**config.mk**
```make
export PLATFORM = sky130hd
export DESIGN_NAME = csef_top
export DESIGN_NICKNAME = d
export VERILOG_FILES = /design/src/csef_pkg.sv /design/src/csef_osc_startup.sv /design/src/csef_cal_track.sv /design/src/csef_top.sv
export SDC_FILE = /design/constraint.sdc
export NUM_CORES = 1
export LEC_CHECK = 0
export BUFFER_PORTS_ARGS = -buffer_cell sky130_fd_sc_hd__buf_4
export CAP_MARGIN = 20
export CELL_PAD_IN_SITES_DETAIL_PLACEMENT = 1
export CELL_PAD_IN_SITES_GLOBAL_PLACEMENT = 1
export CORE_MARGIN = 3
export CORE_UTILIZATION = 30
export CTS_CLUSTER_SIZE = 28
export DETAILED_ROUTE_END_ITERATION = 16
export PLACE_DENSITY = 0.63
export SLEW_MARGIN = 20
export SYNTH_ARGS = -nofsm -noshare
export SYNTH_HDL_FRONTEND = slang
export SYNTH_HIERARCHICAL = 1
export SYNTH_SLANG_ARGS = --single-unit
```
**constraint.sdc**
```tcl
create_clock -name i_clk_sys -period 5 [get_ports i_clk_sys]
set_input_delay 1 -clock i_clk_sys [delete_from_list [all_inputs] [get_ports i_clk_sys]]
set_output_delay 1 -clock i_clk_sys [all_outputs]
set_load 0.05 [all_outputs]
```
**src/csef_pkg.sv**
```systemverilog
// Package: register map, field positions, reset values and carrier types of the clock status block
package csef_pkg;

   localparam logic [7:0] ADDR_STATUS = 8'h2C;
   localparam logic [7:0] ADDR_FLAGS = 8'h30;
   localparam logic [7:0] ADDR_SET = 8'h34;
   localparam logic [7:0] ADDR_CLEAR = 8'h38;

   localparam int FLAG_W = 7;
   localparam int STAT_W = 15;

   // Event flag positions
   localparam int EV_HI_RC = 0;
   localparam int EV_HI_XTAL = 1;
   localparam int EV_LO_RC = 2;
   localparam int EV_LO_XTAL = 3;
   localparam int EV_AUX_RC = 4;
   localparam int EV_CAL_DONE = 5;
   localparam int EV_CAL_OVF = 6;

   // Status bit positions
   localparam int ST_HI_RC_ON = 0;
   localparam int ST_HI_RC_RDY = 1;
   localparam int ST_HI_XTAL_ON = 2;
   localparam int ST_HI_XTAL_RDY = 3;
   localparam int ST_AUX_RC_ON = 4;
   localparam int ST_AUX_RC_RDY = 5;
   localparam int ST_LO_RC_ON = 6;
   localparam int ST_LO_RC_RDY = 7;
   localparam int ST_LO_XTAL_ON = 8;
   localparam int ST_LO_XTAL_RDY = 9;
   localparam int ST_SEL_LSB = 10;
   localparam int ST_CAL_RUNNING = 14;

   localparam logic [FLAG_W-1:0] FLAGS_RESET = 7'h01;
   localparam logic [STAT_W-1:0] STATUS_RESET = 15'h0403;
   localparam logic [4:0] OSC_ON_RESET = 5'h01;

   // One-hot source of the main high clock: bit 0 high RC .. bit 3 low crystal
   localparam logic [3:0] SEL_HI_RC = 4'h1;
   localparam logic [3:0] SEL_HI_XTAL = 4'h2;
   localparam logic [3:0] SEL_LO_RC = 4'h4;
   localparam logic [3:0] SEL_LO_XTAL = 4'h8;

   // Start-up time for each oscillator, in ns; counts derived at 50 MHz
   localparam int CLK_NS = 20;
   localparam int STARTUP_NS = 2000;
   localparam int STARTUP_CYC = (STARTUP_NS + CLK_NS - 1) / CLK_NS;
   localparam int CNT_W = 8;

   // Oscillator order in the five-wide vectors follows the event flag bits
   typedef struct packed {
      logic [7:0] addr;
      logic [31:0] wdata;
      logic wr;
      logic rd;
   } csef_bus_req_t;

   typedef struct packed {
      logic cal_start;
      logic cal_stop;
      logic cal_wrap;
   } csef_cal_in_t;

endpackage : csef_pkg

```
**src/csef_osc_startup.sv**
```systemverilog
// One oscillator's enable tracking and start-up timer
`timescale 1ns/1ps
module csef_osc_startup #(
   parameter logic ON_RESET = 1'b0
) (
   input wire logic i_clk_sys,
   input wire logic i_rst,
   input wire logic i_enable,
   output logic o_on,
   output logic o_ready,
   output logic o_ready_pulse
);
   typedef struct packed {
      logic on;
      logic rdy;
      logic pulse;
      logic [csef_pkg::CNT_W-1:0] cnt;
   } csef_osc_state_t;

   localparam logic [csef_pkg::CNT_W-1:0] LAST = csef_pkg::CNT_W'(csef_pkg::STARTUP_CYC - 1);

   csef_osc_state_t s_q;
   csef_osc_state_t s_d;

   always_comb begin
      s_d = s_q;
      s_d.pulse = 1'b0;
      s_d.on = i_enable;
      if (!i_enable) begin
         s_d.rdy = 1'b0;
         s_d.cnt = '0;
      end else if (s_q.on && !s_q.rdy) begin
         // Ready only once enabled and the start-up time has run out
         if (s_q.cnt == LAST) begin
            s_d.rdy = 1'b1;
            s_d.pulse = 1'b1;
         end else begin
            s_d.cnt = s_q.cnt + 1'b1;
         end
      end
   end

   always_ff @(posedge i_clk_sys) begin
      if (i_rst) begin
         s_q <= '{on: ON_RESET, rdy: ON_RESET, pulse: 1'b0, cnt: '0};
      end else begin
         s_q <= s_d;
      end
   end

   assign o_on = s_q.on;
   assign o_ready = s_q.rdy;
   assign o_ready_pulse = s_q.pulse;

   rdy_needs_on_a: assert property (@(posedge i_clk_sys) disable iff (i_rst)
      o_ready |-> o_on) else $error("ready without enable");
   rdy_timing_a: assert property (@(posedge i_clk_sys) disable iff (i_rst)
      $rose(o_ready) |-> $past(o_on, csef_pkg::STARTUP_CYC))
      else $error("ready before start-up time");
endmodule : csef_osc_startup

```
**src/csef_cal_track.sv**
```systemverilog
// Calibration busy tracking with done and overflow event pulses
`timescale 1ns/1ps
module csef_cal_track (
   input wire logic i_clk_sys,
   input wire logic i_rst,
   input wire csef_pkg::csef_cal_in_t i_cal,
   output logic o_running,
   output logic o_done_pulse,
   output logic o_ovf_pulse
);
   typedef enum logic [0:0] {
      CAL_IDLE = 1'b0,
      CAL_BUSY = 1'b1
   } csef_cal_st_t;

   typedef struct packed {
      csef_cal_st_t st;
      logic done;
      logic ovf;
   } csef_cal_state_t;

   csef_cal_state_t s_q;
   csef_cal_state_t s_d;

   always_comb begin
      s_d = s_q;
      s_d.done = 1'b0;
      s_d.ovf = i_cal.cal_wrap;
      case (s_q.st)
         CAL_IDLE: begin
            if (i_cal.cal_start) begin
               s_d.st = CAL_BUSY;
            end
         end
         CAL_BUSY: begin
            if (i_cal.cal_stop) begin
               s_d.st = CAL_IDLE;
               s_d.done = 1'b1;
            end
         end
         default: begin
            s_d.st = CAL_IDLE;
         end
      endcase
   end

   always_ff @(posedge i_clk_sys) begin
      if (i_rst) begin
         s_q <= '{st: CAL_IDLE, done: 1'b0, ovf: 1'b0};
      end else begin
         s_q <= s_d;
      end
   end

   assign o_running = (s_q.st == CAL_BUSY);
   assign o_done_pulse = s_q.done;
   assign o_ovf_pulse = s_q.ovf;

   done_after_busy_a: assert property (@(posedge i_clk_sys) disable iff (i_rst)
      o_done_pulse |-> $past(o_running) && !o_running) else $error("done not at end of busy");
endmodule : csef_cal_track

```
**src/csef_top.sv**
```systemverilog
// Clock status word and sticky clock event flags with their register port
`timescale 1ns/1ps
module csef_top (
   input wire logic i_clk_sys,
   input wire logic i_rst,
   input wire csef_pkg::csef_bus_req_t i_bus,
   output logic [31:0] o_rdata,
   input wire logic [4:0] i_osc_enable,
   input wire logic [3:0] i_main_clk_sel,
   input wire csef_pkg::csef_cal_in_t i_cal
);
   typedef struct packed {
      logic [csef_pkg::FLAG_W-1:0] flags;
      logic [3:0] sel;
      logic [31:0] rdata;
   } csef_top_state_t;

   csef_top_state_t s_q;
   csef_top_state_t s_d;

   logic [4:0] osc_on;
   logic [4:0] osc_rdy;
   logic [4:0] osc_pulse;
   logic cal_running;
   logic cal_done;
   logic cal_overflow;
   logic [csef_pkg::FLAG_W-1:0] hw_set;
   logic [csef_pkg::FLAG_W-1:0] sw_set;
   logic [csef_pkg::FLAG_W-1:0] sw_clr;
   logic [csef_pkg::STAT_W-1:0] status;

   ////////////////////////////////////////////////////////////////////////////////
   // Oscillators, index order as event flag bits

   for (genvar g = 0; g < 5; g++) begin : g_osc
      csef_osc_startup #(
         .ON_RESET(csef_pkg::OSC_ON_RESET[g])
      ) u_osc (
         .i_clk_sys(i_clk_sys),
         .i_rst(i_rst),
         .i_enable(i_osc_enable[g]),
         .o_on(osc_on[g]),
         .o_ready(osc_rdy[g]),
         .o_ready_pulse(osc_pulse[g])
      );
   end

   csef_cal_track u_cal (
      .i_clk_sys(i_clk_sys),
      .i_rst(i_rst),
      .i_cal(i_cal),
      .o_running(cal_running),
      .o_done_pulse(cal_done),
      .o_ovf_pulse(cal_overflow)
   );

   ////////////////////////////////////////////////////////////////////////////////
   // Status word

   always_comb begin
      status = '0;
      status[csef_pkg::ST_HI_RC_ON] = osc_on[csef_pkg::EV_HI_RC];
      status[csef_pkg::ST_HI_RC_RDY] = osc_rdy[csef_pkg::EV_HI_RC];
      status[csef_pkg::ST_HI_XTAL_ON] = osc_on[csef_pkg::EV_HI_XTAL];
      status[csef_pkg::ST_HI_XTAL_RDY] = osc_rdy[csef_pkg::EV_HI_XTAL];
      status[csef_pkg::ST_AUX_RC_ON] = osc_on[csef_pkg::EV_AUX_RC];
      status[csef_pkg::ST_AUX_RC_RDY] = osc_rdy[csef_pkg::EV_AUX_RC];
      status[csef_pkg::ST_LO_RC_ON] = osc_on[csef_pkg::EV_LO_RC];
      status[csef_pkg::ST_LO_RC_RDY] = osc_rdy[csef_pkg::EV_LO_RC];
      status[csef_pkg::ST_LO_XTAL_ON] = osc_on[csef_pkg::EV_LO_XTAL];
      status[csef_pkg::ST_LO_XTAL_RDY] = osc_rdy[csef_pkg::EV_LO_XTAL];
      status[csef_pkg::ST_SEL_LSB +: 4] = s_q.sel;
      status[csef_pkg::ST_CAL_RUNNING] = cal_running;
   end

   ////////////////////////////////////////////////////////////////////////////////
   // Event flags and register port

   always_comb begin
      hw_set = {cal_overflow, cal_done, osc_pulse};
      sw_set = '0;
      sw_clr = '0;
      // Only the low flag bits are decoded; reserved write bits are dropped
      if (i_bus.wr && i_bus.addr == csef_pkg::ADDR_SET) begin
         sw_set = i_bus.wdata[csef_pkg::FLAG_W-1:0];
      end
      if (i_bus.wr && i_bus.addr == csef_pkg::ADDR_CLEAR) begin
         sw_clr = i_bus.wdata[csef_pkg::FLAG_W-1:0];
      end
   end

   always_comb begin
      s_d = s_q;
      // A hardware event in the clearing cycle survives: set wins over clear
      s_d.flags = (s_q.flags & ~sw_clr) | sw_set | hw_set;
      // Illegal or empty select keeps the last legal source so one bit stays high
      case (i_main_clk_sel)
         csef_pkg::SEL_HI_RC,
         csef_pkg::SEL_HI_XTAL,
         csef_pkg::SEL_LO_RC,
         csef_pkg::SEL_LO_XTAL: begin
            s_d.sel = i_main_clk_sel;
         end
         default: begin
            s_d.sel = s_q.sel;
         end
      endcase
      s_d.rdata = '0;
      if (i_bus.rd) begin
         case (i_bus.addr)
            csef_pkg::ADDR_STATUS: begin
               s_d.rdata = 32'(status);
            end
            csef_pkg::ADDR_FLAGS: begin
               s_d.rdata = 32'(s_q.flags);
            end
            default: begin
               s_d.rdata = '0;
            end
         endcase
      end
   end

   always_ff @(posedge i_clk_sys) begin
      if (i_rst) begin
         s_q <= '{flags: csef_pkg::FLAGS_RESET, sel: csef_pkg::SEL_HI_RC, rdata: '0};
      end else begin
         s_q <= s_d;
      end
   end

   assign o_rdata = s_q.rdata;

   ////////////////////////////////////////////////////////////////////////////////
   // Checks

   sel_onehot_a: assert property (@(posedge i_clk_sys) disable iff (i_rst)
      $onehot(status[csef_pkg::ST_SEL_LSB +: 4])) else $error("select not one-hot");
   reset_status_a: assert property (@(posedge i_clk_sys)
      $past(i_rst) |-> s_q.flags == csef_pkg::FLAGS_RESET && s_q.sel == csef_pkg::SEL_HI_RC)
      else $error("bad reset values");
   ready_flag_a: assert property (@(posedge i_clk_sys) disable iff (i_rst)
      $rose(osc_rdy[csef_pkg::EV_LO_XTAL]) |=> s_q.flags[csef_pkg::EV_LO_XTAL])
      else $error("ready flag missing");
   cal_done_flag_a: assert property (@(posedge i_clk_sys) disable iff (i_rst)
      $fell(cal_running) |=> s_q.flags[csef_pkg::EV_CAL_DONE])
      else $error("calibration done flag missing");
   cal_ovf_flag_a: assert property (@(posedge i_clk_sys) disable iff (i_rst)
      i_cal.cal_wrap |=> ##1 s_q.flags[csef_pkg::EV_CAL_OVF])
      else $error("overflow flag missing");
   flag_set_a: assert property (@(posedge i_clk_sys) disable iff (i_rst)
      i_bus.wr && i_bus.addr == csef_pkg::ADDR_SET |=>
      (s_q.flags & $past(i_bus.wdata[csef_pkg::FLAG_W-1:0]))
      == $past(i_bus.wdata[csef_pkg::FLAG_W-1:0]))
      else $error("set write lost");
   flag_clear_a: assert property (@(posedge i_clk_sys) disable iff (i_rst)
      i_bus.wr && i_bus.addr == csef_pkg::ADDR_CLEAR && !(|hw_set) |=>
      (s_q.flags & $past(i_bus.wdata[csef_pkg::FLAG_W-1:0])) == '0)
      else $error("clear write lost");
   flag_sticky_a: assert property (@(posedge i_clk_sys) disable iff (i_rst)
      !(i_bus.wr && i_bus.addr == csef_pkg::ADDR_CLEAR) |=>
      (s_q.flags & $past(s_q.flags)) == $past(s_q.flags))
      else $error("flag dropped without clear");
   status_read_a: assert property (@(posedge i_clk_sys) disable iff (i_rst)
      i_bus.rd && i_bus.addr == csef_pkg::ADDR_STATUS |=> o_rdata == 32'($past(status)))
      else $error("status read wrong");
endmodule : csef_top

```
# After elaboration in Yosys (flattened, before gate mapping)
# Cells that the tools add are included.
dict set report word_totals {
  output_inout_bits 32
  register_bits 101
  input_bits 56
  elab_cells 116
}
dict set report classes {
  bitwise_logic 21
  addsub 5
  n_reduce_logical 35
  muxes 14
  n_eq_ne 15
}
# cell count
set op_table {}
lappend op_table {{$add 8x1->8 const B} 5}
lappend op_table {{$eq 8x7->1 const B} 5}
lappend op_table {{$eq 8x6->1 const B} 4}
lappend op_table {{$pmux 15 s2} 1}
lappend op_table {{$reduce_and 2->1} 10}
lappend op_table {{$not 1->1} 17}
lappend op_table {{$reduce_or 3->1} 5}
lappend op_table {{$mux 7} 2}
lappend op_table {{$or 7x7->7} 2}
lappend op_table {{$reduce_or 2->1} 7}
lappend op_table {{$mux 10} 1}
lappend op_table {{$mux 8} 1}
lappend op_table {{$and 7x7->7} 1}
lappend op_table {{$logic_and 1x1->1} 7}
lappend op_table {{$not 7->7} 1}
lappend op_table {{$mux 1} 6}
lappend op_table {{$logic_not 1->1} 5}
lappend op_table {{$eq 4x1->1 const B} 1}
lappend op_table {{$eq 4x2->1 const B} 1}
lappend op_table {{$eq 4x3->1 const B} 1}
lappend op_table {{$eq 4x4->1 const B} 1}
lappend op_table {{$mux 2} 2}
lappend op_table {{$ne 2x1->1 const B} 2}
lappend op_table {{$reduce_or 4->1} 1}
lappend op_table {{$pmux 1 s2} 1}

# Depth between registers and ports, before layout
dict set report depth {
  depth_word 7
  mapped_depth 5
  ltp_nobuf 4
}

# Modules after synthesis
# Netlist, hierarchy kept.
# mod area_per_inst_um2 n_inst seq_area_each_um2 cells_each
set modules_own_cells {}
lappend modules_own_cells {{csef_osc_startup (g_osc[1].u_osc ...)} 501.7 4 220.2 57}
lappend modules_own_cells {csef_top 1366.3 1 520.5 152}
lappend modules_own_cells {{csef_osc_startup (g_osc[0].u_osc)} 493.0 1 220.2 55}
lappend modules_own_cells {csef_cal_track 85.1 1 60.1 8}

# Least setup slack after synthesis
# OpenSTA, ideal clock, no wires.
dict set report synth_timing {
  path_kind {input -> register}
  from {input port i_bus[35] in the netlist's numbering}
  to {register s_q[36] (netlist name)}
  required_time_ns 4.884
  arrival_time_ns 2.325
  stages 4
  setup_ns 0.116
  setup_slack_ns 2.560
  path_buffers 1
  path_cell_list {or4b_1 buf_2 or4_1 a31o_1}
}
# element line_no
set synth_rtl {}
lappend synth_rtl {{start: declaration} csef_top.sv:6} ;# input wire csef_pkg::csef_bus_req_t i_bus,

# Final worst setup path
dict set report layout_timing {
  from {input port i_rst}
  to {register s_q, in the netlist o_rdata[1]}
}
dict set report layout_between {
  elab_chain_len 1
}
# element line_no
set layout_lines {}
lappend layout_lines {{start: declaration} csef_top.sv:5} ;# input wire logic i_rst,
lappend layout_lines {{$reduce_or 2->1 (no line)} n/a}
lappend layout_lines {{end signal: assignment} csef_top.sv:126} ;# s_q <= '{flags: csef_pkg::FLAGS_RESET, sel: csef_pkg::SEL_HI_RC, rdata: '0};
lappend layout_lines {{end: declaration} csef_top.sv:18} ;# csef_top_state_t s_q;
# Every way passes these cells.
# A chain may end at the register's enable or synchronous reset.

==> summary.md <==
| Metric | Value |
|---|---|
| Outcome | finished, final reports clean |
| Final Setup Violations | 0 |
| Crit-path cells | buf_4 -> or4bb_1 -> nor4_4 -> a22o_1 |
| # clock sinks | 84 |
| Ratio of cells with drive above 1 in the final layout | 16.4% |
| # diodes | 0 |
| Most frequent cells in the layout | dfxtp_1 (84), buf_4 (46), nand2_1 (38) |
| Max stage delay on crit path | 760 ps |
| I/O pin cnt | 88 |
| First-pass detailed-route iteration total | 6 |
| Via density | 5.10 |
| Detailed placement HPWL | 7030 µm |
| Final WL | 9740 µm |
| Core Area | 12800 µm² |
| Clk_skew | 5.76 ps |
| Cells after Synth | 443 |
| First DRT Iteration DRCs | 124 |
| TritonCTS clock tree | yes |
| Cell Rows | 41 |
| DR WL/cell | 15.0 µm |
| Max frequency | 401 MHz |
| Cell taking the most area after synthesis | dfxtp_1 |
| Die footprint | 14600 µm² |
| Post-CTS Setup Bufs | 0 |
| Final hold violations | 0 |
| Crit Path Class | input port to flop |
| Largest cells by area after synthesis | dfxtp_1 (43%), buf_4 (6.1%), a21oi_1 (4.7%) |
| Peak supply drop | 149 µV |
| Sum of negative setup slack | 0 ps |
| Tot GR Track Use | 13.6% |
| Placed cells | 632 |
| Minimum clock period | 2500 ps |
| Mean area per synthesized cell | 8.92 µm² |
| Slowest CP cell | nor4_4 |
| Port Buf Inserts | 45 |
| Max cap viols | 0 |
| RSZ-0062 raised after global routing | false |
| Reg clk slew, reported paths | 60 ps |
| Worst Path Arrival | 2780 ps |
| Worst hold path type | flop to flop |
| TritonCTS Buffers | 9 |
| Clk buf depth | 2 |
| GPL Wtd Cong | 0.759 |
| Cts hold-fix bufs | 0 |
| Crit share post-route | 49.9% |
| Die width | 121 µm |
| Starting density of the core | 30.9% |
| Synthesis-to-finish area growth | 17.1% |
| #FFs+latches synth | 84 |
| Footprint of the multi-input gates | 1990 µm² |
| Synth unique cells | 46 |
| Die height | 121 µm |
| Routed via count | 3304 |
| Slew HR | 34.0% |
| CTS Root Cell | clkbuf_16 |
| Vias in the first global route | 3252 |
| CTS resizes | 0 |
| Yosys warning count | 6 |
| P_leak | 1.66 nW |
| Slew Limit Fails | 0 |
| Post-Syn Area | 3950 µm² |
| Critical path required time | 5280 ps |
| Critical path fanouts, max | 24 |
| Drt drc | 0 |
| Number of fill cells in the layout | 1494 |
| Nets@finish | 532 |
| First-pass GRT wire length | 15800 µm |
| Seq/Total Area, Yosys | 42.6% |
| Largest net degree at the start of global routing | 25 |
| Pwr per Cell Area | 337 nW/µm² |
| Critical Path Start Type | input port |
| Clock latency on the worst-skew pair | 340 ps |
| Non-Filler Instances | 648 |
| Commonest non-fill, non-tap cell in the layout | dfxtp_1 |
| Worst Setup End Kind | flop |
| Final ANT Viol Nets | 0 |
| Synth Flop Type | dfxtp_1 |
| Initial antenna violation count | 0 |
| Ys async rst share | 0% |
| H-tree depth | 3 |
| Yosys top cell area share | 42.6% |
| Congestion Overflow GR | 0 |
| EDFF count, synth | 0 |
| Measured slew at the worst slew-check pin | 983 ps |
| Seq. cell area | 1680 µm² |
-- metrics by stage --
step	util [%]	hold WS (ps)	instance area [µm²]	power, mW	setup slack (ps)
after CTS	36.2	478	4630	1.58	2510
after detailed placement	33.5	465	4280	0.801	2150
after floorplan	-	432	4010	0.775	2560
after global placement	33.5	458	4280	0.798	2170
final	36.2	475	4630	1.56	2500
after global routing	36.2	492	4630	1.62	2400
-- logic make-up after synthesis --
logic type	count (synthesis)	share of synthesized area [%]
other	1	0.0949
adders and majority gates	6	1.84
AOI/OAI and AO/OA	108	17.7
DFF	84	42.6
and+or+nand+nor	176	26.7
buffers and inverters	58	8.61
muxes	10	2.53
-- critical path: cells and delay by family --
kind	cells	cell delay, ps
compound gates	1	250
simple gates	2	1310
buf+inv	1	200
-- power by group --
group	switching (mW)	total, mW	internal [mW]
clock network	0.273	0.775	0.501
registers	0.00719	0.684	0.677
logic	0.0680	0.100	0.0325
-- metal layers --
metal  routed length (µm)  vias to the layer above  track usage, %
li1                     -                     1631               -
met1                 4650                     1604            17.2
met2                 4430                       54            21.3
met3                  462                       15            4.77
met4                  192                        0            5.17
met5                    0                        -               0
-- layout make-up --
cell class                      count  area share, %
Clock buffer                       10           5.16
Clock inverter                      6           2.35
Inverter                           13           1.05
Multi-Input combinational cell    317           43.0
Sequential cell                    84           36.3
Tap cell                          172           4.65
Timing Repair Buffer               46           7.46
-- flip-flops by register name, indices dropped and copies added, names as in the netlist --
name                       flops
g_osc.u_osc/o_on               5
g_osc.u_osc/o_ready            5
g_osc.u_osc/o_ready_pulse      5
g_osc.u_osc/s_q               40
o_rdata                       15
s_q                           11
u_cal/o_done_pulse             1
u_cal/o_ovf_pulse              1
u_cal/o_running                1
-- path summary, 6_finish.rpt --
kind | start | endpoint | slack (ps) | depth (start not counted)
setup / recovery | i_rst | o_rdata[1]$_SDFF_PP0_ | 2500 | 4
hold / removal | s_q[38]$_SDFF_PP0_ | s_q[38]$_SDFF_PP0_ | 480 | 2
setup reg to reg | g_osc[3].u_osc/s_q[0]$_SDFFE_PP0P_ | g_osc[3].u_osc/s_q[6]$_SDFFE_PP0P_ | 3520 | 4
hold reg to reg | s_q[38]$_SDFF_PP0_ | s_q[38]$_SDFF_PP0_ | 480 | 2
-- Yosys cell counts (5+ instances only) --
cell type / instances
or3_1: 9
o21ai_0: 15
nand4b_1: 9
nor2_1: 12
a22o_1: 7
nor4_1: 8
and3_1: 11
a21oi_1: 37
dfxtp_1: 84
nand2_1: 38
a31oi_1: 11
nand3b_1: 6
inv_1: 13
ha_1: 5
o31ai_1: 15
buf_4: 32
nor3_1: 22
nand2b_1: 14
and2_1: 13
o21a_1: 11
clkbuf_1: 11
or4_1: 10
mux2i_1: 10
Power figures use the tool's default switching activity.
